[config.mk]
export PLATFORM = sky130hd
export DESIGN_NAME = kms_top
export DESIGN_NICKNAME = d
export VERILOG_FILES = /design/src/core/kms_pkg.sv /design/src/core/kms_sync.sv /design/src/core/kms_top.sv
export SDC_FILE = /design/constraint.sdc
export NUM_CORES = 1
export LEC_CHECK = 0
export ABC_CLOCK_PERIOD_IN_PS = 2500
export CAP_MARGIN = 20
export CORE_MARGIN = 5
export CORE_UTILIZATION = 38
export DETAILED_ROUTE_END_ITERATION = 8
export DONT_BUFFER_PORTS = 1
export GPL_ROUTABILITY_DRIVEN = 0
export SLEW_MARGIN = 20
export SYNTH_ARGS = -nofsm -noshare
export SYNTH_HDL_FRONTEND = slang
export SYNTH_SLANG_ARGS = --single-unit
[constraint.sdc]
create_clock -name hclk -period 2.5 [get_ports hclk]
set_input_delay 0.25 -clock hclk [delete_from_list [all_inputs] [get_ports hclk]]
set_output_delay 0.25 -clock hclk [all_outputs]
set_load 0.005 [all_outputs]
[src/core/kms_pkg.sv]
package kms_pkg;

  // ----------------------------------------------------------------
  // register byte addresses
  // ----------------------------------------------------------------
  localparam logic [31:0] KMS_KBD_DATA_ADDR = 32'h03200004;
  localparam logic [31:0] KMS_KBD_CTL_ADDR = 32'h03200008;
  localparam logic [31:0] KMS_PTR_DATA_ADDR = 32'h032000a8;
  localparam logic [31:0] KMS_PTR_CTL_ADDR = 32'h032000ac;

  // ----------------------------------------------------------------
  // control/status field positions
  // ----------------------------------------------------------------
  localparam int KMS_CTL_FRC_CLK = 0;
  localparam int KMS_CTL_FRC_DAT = 1;
  localparam int KMS_CTL_RXP = 2;
  localparam int KMS_CTL_EN = 3;
  localparam int KMS_CTL_RXB = 4;
  localparam int KMS_CTL_RXF = 5;
  localparam int KMS_CTL_TXB = 6;
  localparam int KMS_CTL_TXE = 7;

  // ----------------------------------------------------------------
  // reset values
  // ----------------------------------------------------------------
  localparam logic [7:0] KMS_BYTE_RST = 8'h00;
  localparam logic [31:0] KMS_WORD_RST = 32'h00000000;

  // ----------------------------------------------------------------
  // timing
  // ----------------------------------------------------------------
  localparam int KMS_CLK_HZ = 25000000;
  localparam int KMS_INHIBIT_US = 100;
  // least time, rounded up to whole cycles
  localparam int KMS_INHIBIT_CYC =
    (KMS_INHIBIT_US * (KMS_CLK_HZ / 1000) + 999) / 1000;
  localparam int KMS_TMR_W = 13;

  // ----------------------------------------------------------------
  // frame bit counts
  // ----------------------------------------------------------------
  localparam logic [3:0] KMS_DATA_BITS = 4'h8;
  localparam logic [3:0] KMS_PAR_IDX = 4'h8;
  localparam logic [3:0] KMS_STOP_IDX = 4'h9;

  // ----------------------------------------------------------------
  // register select codes
  // ----------------------------------------------------------------
  localparam logic [1:0] KMS_SEL_KBD_DATA = 2'h0;
  localparam logic [1:0] KMS_SEL_KBD_CTL = 2'h1;
  localparam logic [1:0] KMS_SEL_PTR_DATA = 2'h2;
  localparam logic [1:0] KMS_SEL_PTR_CTL = 2'h3;

  typedef enum logic [1:0] {
    KMS_IDLE,
    KMS_RX,
    KMS_INH,
    KMS_TX
  } kms_state_t;

  typedef struct packed {
    kms_state_t st;
    logic [3:0] cnt;
    logic [KMS_TMR_W-1:0] tmr;
    logic [7:0] shf;
    logic [7:0] rxd;
    logic rx_full;
    logic rx_parity_bit;
    logic rpar;
    logic txp;
    logic clk_prev;
    logic drv_clk;
    logic drv_dat;
    logic en;
    logic frc_dat;
    logic frc_clk;
  } kms_chan_t;

  typedef struct packed {
    logic ph_rd;
    logic ph_wr;
    logic rd_stage;
    logic ph_hit;
    logic [1:0] ph_sel;
    logic [31:0] hrdata;
  } kms_bus_t;

endpackage

[src/core/kms_sync.sv]
`timescale 1ns/1ps
`default_nettype none

module kms_sync #(
  parameter int W = 2
) (
  // clock and reset
  input wire logic clk,
  input wire logic rst_n,
  // asynchronous levels in, synchronised levels out
  input wire logic [W-1:0] d,
  output logic [W-1:0] q
);

  typedef struct packed {
    logic [W-1:0] s1;
    logic [W-1:0] s2;
  } kms_sync_t;

  kms_sync_t r_reg;
  kms_sync_t r_next;

  generate
    if (W < 1) begin : g_chk
      $error("kms_sync width must be at least one");
    end
  endgenerate

  always_comb begin
    r_next = r_reg;
    r_next.s1 = d;
    r_next.s2 = r_reg.s1;
  end

  always_ff @(posedge clk or negedge rst_n) begin
    if (!rst_n) begin
      r_reg <= '0;
    end else begin
      r_reg <= r_next;
    end
  end

  assign q = r_reg.s2;

endmodule

`default_nettype wire

[src/core/kms_top.sv]
// Added by the designer: the AHB-Lite interface to the registers.
`timescale 1ns/1ps
`default_nettype none

module kms_chan
  import kms_pkg::*;
#(
  parameter int INHIBIT_CYC = KMS_INHIBIT_CYC
) (
  // clock and reset
  input wire logic hclk,
  input wire logic hresetn,
  // register access strobes
  input wire logic wr_ctl,
  input wire logic wr_dat,
  input wire logic rd_dat,
  input wire logic [7:0] wdata,
  output logic [7:0] ctl_rd,
  output logic [7:0] dat_rd,
  // interrupt requests
  output logic irq_tx,
  output logic irq_rx,
  // open-drain link lines
  input wire logic line_clk_i,
  output logic line_clk_o,
  output logic line_clk_oe,
  input wire logic line_dat_i,
  output logic line_dat_o,
  output logic line_dat_oe
);

  kms_chan_t r_reg;
  kms_chan_t r_next;
  logic [1:0] sync_q;
  logic clk_s;
  logic dat_s;
  logic fall;
  logic tx_empty;
  logic tx_busy;
  logic rx_busy;

  generate
    if (INHIBIT_CYC < 1 || INHIBIT_CYC >= (1 << KMS_TMR_W)) begin : g_chk
      $error("kms_chan inhibit count out of timer range");
    end
  endgenerate

  // ----------------------------------------------------------------
  // pin synchronisers
  // ----------------------------------------------------------------
  kms_sync #(
    .W(2)
  ) u_sync (
    .clk(hclk),
    .rst_n(hresetn),
    .d({line_dat_i, line_clk_i}),
    .q(sync_q)
  );

  assign clk_s = sync_q[0];
  assign dat_s = sync_q[1];
  assign fall = r_reg.clk_prev & ~clk_s;

  // ----------------------------------------------------------------
  // status terms
  // ----------------------------------------------------------------
  assign tx_busy = (r_reg.st == KMS_INH) || (r_reg.st == KMS_TX);
  assign rx_busy = (r_reg.st == KMS_RX);
  assign tx_empty = r_reg.en & ~tx_busy;

  // ----------------------------------------------------------------
  // next state
  // ----------------------------------------------------------------
  always_comb begin
    r_next = r_reg;
    r_next.clk_prev = clk_s;
    if (wr_ctl) begin
      // upper nibble and bit 2 are status only
      r_next.en = wdata[KMS_CTL_EN];
      r_next.frc_dat = wdata[KMS_CTL_FRC_DAT];
      r_next.frc_clk = wdata[KMS_CTL_FRC_CLK];
    end
    if (rd_dat) begin
      r_next.rx_full = 1'b0;
    end
    if (!r_reg.en) begin
      // held cleared while disabled
      r_next.st = KMS_IDLE;
      r_next.cnt = 4'h0;
      r_next.tmr = '0;
      r_next.drv_clk = 1'b0;
      r_next.drv_dat = 1'b0;
      r_next.rx_full = 1'b0;
    end else begin
      case (r_reg.st)
        KMS_IDLE: begin
          if (wr_dat) begin
            // load byte, inhibit the peripheral clock first
            r_next.shf = wdata;
            r_next.txp = ~(^wdata);
            r_next.tmr = KMS_TMR_W'(INHIBIT_CYC);
            r_next.drv_clk = 1'b1;
            r_next.st = KMS_INH;
          end else if (fall && !dat_s) begin
            // low start bit begins a peripheral frame
            r_next.cnt = 4'h0;
            r_next.st = KMS_RX;
          end
        end
        KMS_RX: begin
          if (fall) begin
            r_next.cnt = r_reg.cnt + 4'h1;
            if (r_reg.cnt < KMS_DATA_BITS) begin
              // lsb first
              r_next.shf = {dat_s, r_reg.shf[7:1]};
            end else if (r_reg.cnt == KMS_PAR_IDX) begin
              r_next.rpar = dat_s;
            end else begin
              // stop bit: byte complete; set wins over read clear
              r_next.rxd = r_reg.shf;
              r_next.rx_parity_bit = r_reg.rpar;
              r_next.rx_full = 1'b1;
              r_next.cnt = 4'h0;
              r_next.st = KMS_IDLE;
            end
          end
        end
        KMS_INH: begin
          r_next.tmr = r_reg.tmr - KMS_TMR_W'(1);
          if (r_reg.tmr == KMS_TMR_W'(1)) begin
            // release clock and present the start bit
            r_next.drv_clk = 1'b0;
            r_next.drv_dat = 1'b1;
            r_next.cnt = 4'h0;
            r_next.st = KMS_TX;
          end
        end
        KMS_TX: begin
          if (fall) begin
            r_next.cnt = r_reg.cnt + 4'h1;
            if (r_reg.cnt < KMS_DATA_BITS) begin
              r_next.drv_dat = ~r_reg.shf[0];
              r_next.shf = {1'b0, r_reg.shf[7:1]};
            end else if (r_reg.cnt == KMS_PAR_IDX) begin
              r_next.drv_dat = ~r_reg.txp;
            end else if (r_reg.cnt == KMS_STOP_IDX) begin
              // stop bit is the released line
              r_next.drv_dat = 1'b0;
            end else begin
              // acknowledge slot: line level ignored
              r_next.cnt = 4'h0;
              r_next.st = KMS_IDLE;
            end
          end
        end
        default: begin
          r_next.st = KMS_IDLE;
        end
      endcase
    end
  end

  // ----------------------------------------------------------------
  // state register
  // ----------------------------------------------------------------
  always_ff @(posedge hclk or negedge hresetn) begin
    if (!hresetn) begin
      r_reg <= '0;
    end else begin
      r_reg <= r_next;
    end
  end

  // ----------------------------------------------------------------
  // outputs
  // ----------------------------------------------------------------
  assign line_clk_o = 1'b0;
  assign line_dat_o = 1'b0;
  assign line_clk_oe = r_reg.frc_clk | r_reg.drv_clk;
  assign line_dat_oe = r_reg.frc_dat | r_reg.drv_dat;

  always_comb begin
    ctl_rd = KMS_BYTE_RST;
    ctl_rd[KMS_CTL_TXE] = tx_empty;
    ctl_rd[KMS_CTL_TXB] = tx_busy;
    ctl_rd[KMS_CTL_RXF] = r_reg.rx_full;
    ctl_rd[KMS_CTL_RXB] = rx_busy;
    ctl_rd[KMS_CTL_EN] = r_reg.en;
    ctl_rd[KMS_CTL_RXP] = r_reg.rx_parity_bit;
    ctl_rd[KMS_CTL_FRC_DAT] = dat_s;
    ctl_rd[KMS_CTL_FRC_CLK] = clk_s;
  end

  assign dat_rd = r_reg.rxd;
  assign irq_tx = tx_empty;
  assign irq_rx = r_reg.rx_full;

endmodule

module kms_top
  import kms_pkg::*;
#(
  parameter int INHIBIT_CYC = KMS_INHIBIT_CYC
) (
  // clock and reset
  input wire logic hclk,
  input wire logic hresetn,
  // ahb-lite slave
  input wire logic hsel,
  input wire logic [31:0] haddr,
  input wire logic [1:0] htrans,
  input wire logic hwrite,
  input wire logic [2:0] hsize,
  input wire logic [31:0] hwdata,
  input wire logic hready,
  output logic hreadyout,
  output logic [31:0] hrdata,
  output logic hresp,
  // keyboard link
  input wire logic kbd_line_clk_i,
  output logic kbd_line_clk_o,
  output logic kbd_line_clk_oe,
  input wire logic kbd_line_dat_i,
  output logic kbd_line_dat_o,
  output logic kbd_line_dat_oe,
  // pointer link
  input wire logic pointer_line_clk_i,
  output logic pointer_line_clk_o,
  output logic pointer_line_clk_oe,
  input wire logic pointer_line_dat_i,
  output logic pointer_line_dat_o,
  output logic pointer_line_dat_oe,
  // interrupt requests
  output logic irq_group_b_tx,
  output logic irq_group_b_rx,
  output logic irq_group_d_tx,
  output logic irq_group_d_rx
);

  kms_bus_t r_reg;
  kms_bus_t r_next;
  logic take;
  logic hit;
  logic [1:0] sel;
  logic [3:0] wr_ctl;
  logic [3:0] wr_dat;
  logic [3:0] rd_dat;
  logic [7:0] kbd_ctl_rd;
  logic [7:0] kbd_dat_rd;
  logic [7:0] ptr_ctl_rd;
  logic [7:0] ptr_dat_rd;
  logic [7:0] rd_byte;
  logic rd_now;

  // ----------------------------------------------------------------
  // address decode
  // ----------------------------------------------------------------
  assign take = hsel & hready & htrans[1];

  always_comb begin
    hit = 1'b1;
    sel = KMS_SEL_KBD_DATA;
    case (haddr)
      KMS_KBD_DATA_ADDR: sel = KMS_SEL_KBD_DATA;
      KMS_KBD_CTL_ADDR: sel = KMS_SEL_KBD_CTL;
      KMS_PTR_DATA_ADDR: sel = KMS_SEL_PTR_DATA;
      KMS_PTR_CTL_ADDR: sel = KMS_SEL_PTR_CTL;
      default: hit = 1'b0;
    endcase
  end

  // ----------------------------------------------------------------
  // data-phase strobes
  // ----------------------------------------------------------------
  assign rd_now = r_reg.ph_rd & ~r_reg.rd_stage;

  always_comb begin
    wr_ctl = 4'h0;
    wr_dat = 4'h0;
    rd_dat = 4'h0;
    if (r_reg.ph_wr && r_reg.ph_hit) begin
      wr_ctl[r_reg.ph_sel] = ~r_reg.ph_sel[0] ? 1'b0 : 1'b1;
      wr_dat[r_reg.ph_sel] = ~r_reg.ph_sel[0];
    end
    if (rd_now && r_reg.ph_hit) begin
      rd_dat[r_reg.ph_sel] = ~r_reg.ph_sel[0];
    end
  end

  always_comb begin
    case (r_reg.ph_sel)
      KMS_SEL_KBD_DATA: rd_byte = kbd_dat_rd;
      KMS_SEL_KBD_CTL: rd_byte = kbd_ctl_rd;
      KMS_SEL_PTR_DATA: rd_byte = ptr_dat_rd;
      KMS_SEL_PTR_CTL: rd_byte = ptr_ctl_rd;
      default: rd_byte = KMS_BYTE_RST;
    endcase
  end

  // ----------------------------------------------------------------
  // bus state
  // ----------------------------------------------------------------
  always_comb begin
    r_next = r_reg;
    r_next.ph_wr = 1'b0;
    if (rd_now) begin
      // one wait state so read data leave a register
      r_next.rd_stage = 1'b1;
      r_next.hrdata = r_reg.ph_hit ? {24'h000000, rd_byte} : KMS_WORD_RST;
    end
    if (r_reg.ph_rd && r_reg.rd_stage) begin
      r_next.ph_rd = 1'b0;
      r_next.rd_stage = 1'b0;
    end
    if (take) begin
      r_next.ph_rd = ~hwrite;
      r_next.ph_wr = hwrite;
      r_next.ph_hit = hit;
      r_next.ph_sel = sel;
    end
  end

  always_ff @(posedge hclk or negedge hresetn) begin
    if (!hresetn) begin
      r_reg <= '0;
    end else begin
      r_reg <= r_next;
    end
  end

  assign hreadyout = ~rd_now;
  assign hrdata = r_reg.hrdata;
  assign hresp = 1'b0;

  // ----------------------------------------------------------------
  // channels
  // ----------------------------------------------------------------
  kms_chan #(
    .INHIBIT_CYC(INHIBIT_CYC)
  ) u_kbd (
    .hclk(hclk),
    .hresetn(hresetn),
    .wr_ctl(wr_ctl[KMS_SEL_KBD_CTL]),
    .wr_dat(wr_dat[KMS_SEL_KBD_DATA]),
    .rd_dat(rd_dat[KMS_SEL_KBD_DATA]),
    .wdata(hwdata[7:0]),
    .ctl_rd(kbd_ctl_rd),
    .dat_rd(kbd_dat_rd),
    .irq_tx(irq_group_b_tx),
    .irq_rx(irq_group_b_rx),
    .line_clk_i(kbd_line_clk_i),
    .line_clk_o(kbd_line_clk_o),
    .line_clk_oe(kbd_line_clk_oe),
    .line_dat_i(kbd_line_dat_i),
    .line_dat_o(kbd_line_dat_o),
    .line_dat_oe(kbd_line_dat_oe)
  );

  kms_chan #(
    .INHIBIT_CYC(INHIBIT_CYC)
  ) u_ptr (
    .hclk(hclk),
    .hresetn(hresetn),
    .wr_ctl(wr_ctl[KMS_SEL_PTR_CTL]),
    .wr_dat(wr_dat[KMS_SEL_PTR_DATA]),
    .rd_dat(rd_dat[KMS_SEL_PTR_DATA]),
    .wdata(hwdata[7:0]),
    .ctl_rd(ptr_ctl_rd),
    .dat_rd(ptr_dat_rd),
    .irq_tx(irq_group_d_tx),
    .irq_rx(irq_group_d_rx),
    .line_clk_i(pointer_line_clk_i),
    .line_clk_o(pointer_line_clk_o),
    .line_clk_oe(pointer_line_clk_oe),
    .line_dat_i(pointer_line_dat_i),
    .line_dat_o(pointer_line_dat_o),
    .line_dat_oe(pointer_line_dat_oe)
  );

endmodule

`default_nettype wire
==> out/results.ini <==
[routing]
routed_wl_um=14900
drt-initial-drc-count=351
ant_nets=0
vias=4502
drc_errors=0
post_drt_wl_per_cell_um=18.7
via_per_inst=5.67
highest_layer=met4
wl_met1_um=6680
wl_met3_um=890
wl_met2_um=7070
first_pass_iters=5

[timing]
setup_violations=0
maxSlewHeadroom=0.577
skew_ns=0.0107
finalCriticalPeriod_ns=2.06
final_min_period_over_clock_period=0.823
tightestPinTransition_ns=0.635
fmax_mhz=486
hold_viol_final=112
rsz0062_at_grt=no
slew_violations=0
finalSetupTns_ns=0
hold_slack_ns=-0.409

[die]
core_area_um2=16300
core.rowCount=47
ioPinCount=124
initial_core_util=0.383
die_w_um=138
die_h_um=138
dieArea_um2=19100

[power_and_ir_drop]
clock_power_share=0.382
p_per_area_nw_per_um2=547
combinationalPowerShare=0.082
p_switching_w=0.000896
p_sw_frac=0.245
p_leak_nw=2.92
p_int_w=0.00276
peakVddDrop_uv=365
pwr-share-seq=0.537
p_total_w=0.00366

[critical_path]
cp.required_ns=2.73
crit_family=simple AND/OR/NAND/NOR gates
critPathArrivalTime_ns=2.29
crit_end=u_kbd.r_reg[23]
worst-path-buf-inv=0
reg2reg_depth=4
worstSetupEndpointType=flip-flop
crit_path_start=r_reg[32]
cpPeakStageDelay_ns=0.53
r2r-end=u_kbd.r_reg[23]
crit_cells=4
critical_path_class=reg -> reg
start_kind=flip-flop
slowest_stage=dfrtp_1
r2r_start=r_reg[32]
crit_chain=nand4bb_1, nor3_1, o21ai_2, mux2_1
path_max_fanout=9
ff2ff_setup_slack_ns=0.44

[global_route]
overflow=0
grt_max_degree=113
grt_pass1_vias=4500
grt_pass1_wl_um=24000
antenna_found_initial=0
grtUsageTotal=0.153

[synthesis]
synth_edf_count=0
yosys_warnings=0
async_flop_share=1.00
syn_area_um2=6260
synthCells=573
postSynthAreaPerCell_um2=10.9
synth.yosys.seq_area_share=0.448
ys_seq_elements=112
synth_cell_type_count=80
synth_ff_type=dfrtp_1

[placed_design]
dp_cells=773
port_buffers=0
hpwl_um=10700

[status]
run_status=finished with violations
violations=hold timing

[clock_tree]
cts_tree=yes
clockBufferDepth=2
cts_resized=0
clk_latency_ns=0.35
h-tree-depth=3
post-cts-setup-buffers=0
clock_tree.root_cell=clkbuf_16
clock_sinks=112
cts_buffers=9
clk_pin_slew_ns=0.07
cts_hold_buf=5

[finish]
areaGrowthSynthToFinish_pct=6.78
layout.area.seq_um2=2800
fillers=1641
multi_input_area_um2=3100
drive_above_1_share=0.185
nets=657
final_cells=794
antenna_cells=0

[run]
drv_cap=0

[worst_hold_path]
min_path_type=in -> async

-- cell usage in the layout (no fill, tap or decap), types with 6 or more instances in the layout --
cell / count
mux4_2: 8
ha_1: 10
nor2_1: 23
clkbuf_16: 9
mux2_4: 9
and2_1: 6
a22o_1: 28
nand4_1: 8
o21ai_0: 43
a21oi_1: 16
nor3_1: 14
xnor2_1: 8
mux2_2: 32
nand3_1: 8
buf_4: 12
nand2_1: 30
conb_1: 29
nor2b_1: 8
nor4_1: 10
o211ai_1: 6
a31oi_1: 6
mux2i_1: 9
or2_2: 6
inv_1: 19
dfrtp_1: 112
-- routing by layer --
layer / vias up / track usage
li1: 2061 / -
met1: 2290 / 0.208
met2: 132 / 0.241
met3: 19 / 0.0445
met4: 0 / 0.0385
met5: - / 0
-- synthesized netlist by cell type (3+ instances only) --
cell type,number,share of area
o22ai_1,3,0.0030
o31ai_1,3,0.0036
xnor2_1,8,0.011
and2_1,6,0.0060
nor4_4,3,0.010
o2111ai_1,3,0.0042
buf_2,8,0.0064
a22o_1,28,0.039
nand2b_1,4,0.0040
inv_1,19,0.011
or4_1,5,0.0060
nor4b_1,3,0.0042
or2_2,6,0.0060
o211ai_1,6,0.0072
mux2_2,32,0.058
ha_1,10,0.020
or3_1,3,0.0030
nor3_1,14,0.011
nand3b_1,3,0.0036
mux2_4,9,0.022
nand2_1,30,0.018
nand4b_1,4,0.0056
nor2b_1,8,0.0080
nand4_1,8,0.0080
buf_4,37,0.044
mux2i_1,9,0.014
nor2_1,23,0.014
xor2_1,3,0.0042
clkbuf_1,12,0.0072
o21ai_0,43,0.034
mux4_2,8,0.029
nor4_1,10,0.010
a21oi_1,16,0.013
a32o_1,5,0.0080
a31oi_1,6,0.0060
o21ai_1,3,0.0024
nand3_1,8,0.0064
dfrtp_1,112,0.45
inv_2,3,0.0018
-- worst min path at each step --
| stage | endpoint | cells past startpoint |
|---|---|---|
| 3_3_place_gp | u_kbd.r_reg[38] | 0 |
| 5_1_grt | u_kbd.r_reg[27] | 0 |
| 6_report | u_kbd.r_reg[27] | 0 |
| 4_1_cts | u_kbd.r_reg[44] | 0 |
| 2_1_floorplan | hrdata[0] | 0 |
| 3_5_place_dp | u_kbd.r_reg[38] | 0 |
-- per-stage QoR --
step                cell area, µm²  worst slack (ns)  hold slack, ns  utilization
global placement              6350             0.545         -0.0399        0.388
CTS                           6680             0.456          -0.426        0.409
finish                        6680             0.442          -0.409        0.409
detailed placement            6350             0.475         -0.0403        0.388
floorplan                     6360             0.729         -0.0456            -
global route                  6680             0.289          -0.429        0.409
-- power groups by stage --
stage,combinational (W),clock [W],sequential [W]
floorplan,0.000266,0,0.00197
global placement,0.000281,0,0.00199
detailed placement,0.000288,0,0.00200
finish,0.000299,0.00140,0.00196
CTS,0.000296,0.00144,0.00196
global route,0.000328,0.00151,0.00197
-- cell type report --
cell class                      instances  area share
Tap cell                              220      0.0412
Inverter                               22      0.0124
Clock inverter                          4     0.00431
Clock buffer                           12      0.0384
Timing Repair Buffer                   17      0.0210
Sequential cell                       112       0.419
Multi-Input combinational cell        407       0.463
-- cells by family (layout without fill, tap and decap cells) --
family / Yosys count / in the layout / share of synthesized area
and+or+nand+nor: 153 / 153 / 0.149
AOI/OAI and AO/OA: 144 / 144 / 0.167
DFF: 112 / 112 / 0.448
buffers and inverters: 82 / 55 / 0.0742
muxes: 60 / 60 / 0.126
xor gates and xnor gates: 11 / 11 / 0.0154
adders and majority gates: 10 / 10 / 0.0200
other: 1 / 29 / 0.000599
Power figures use the tool's default switching activity.
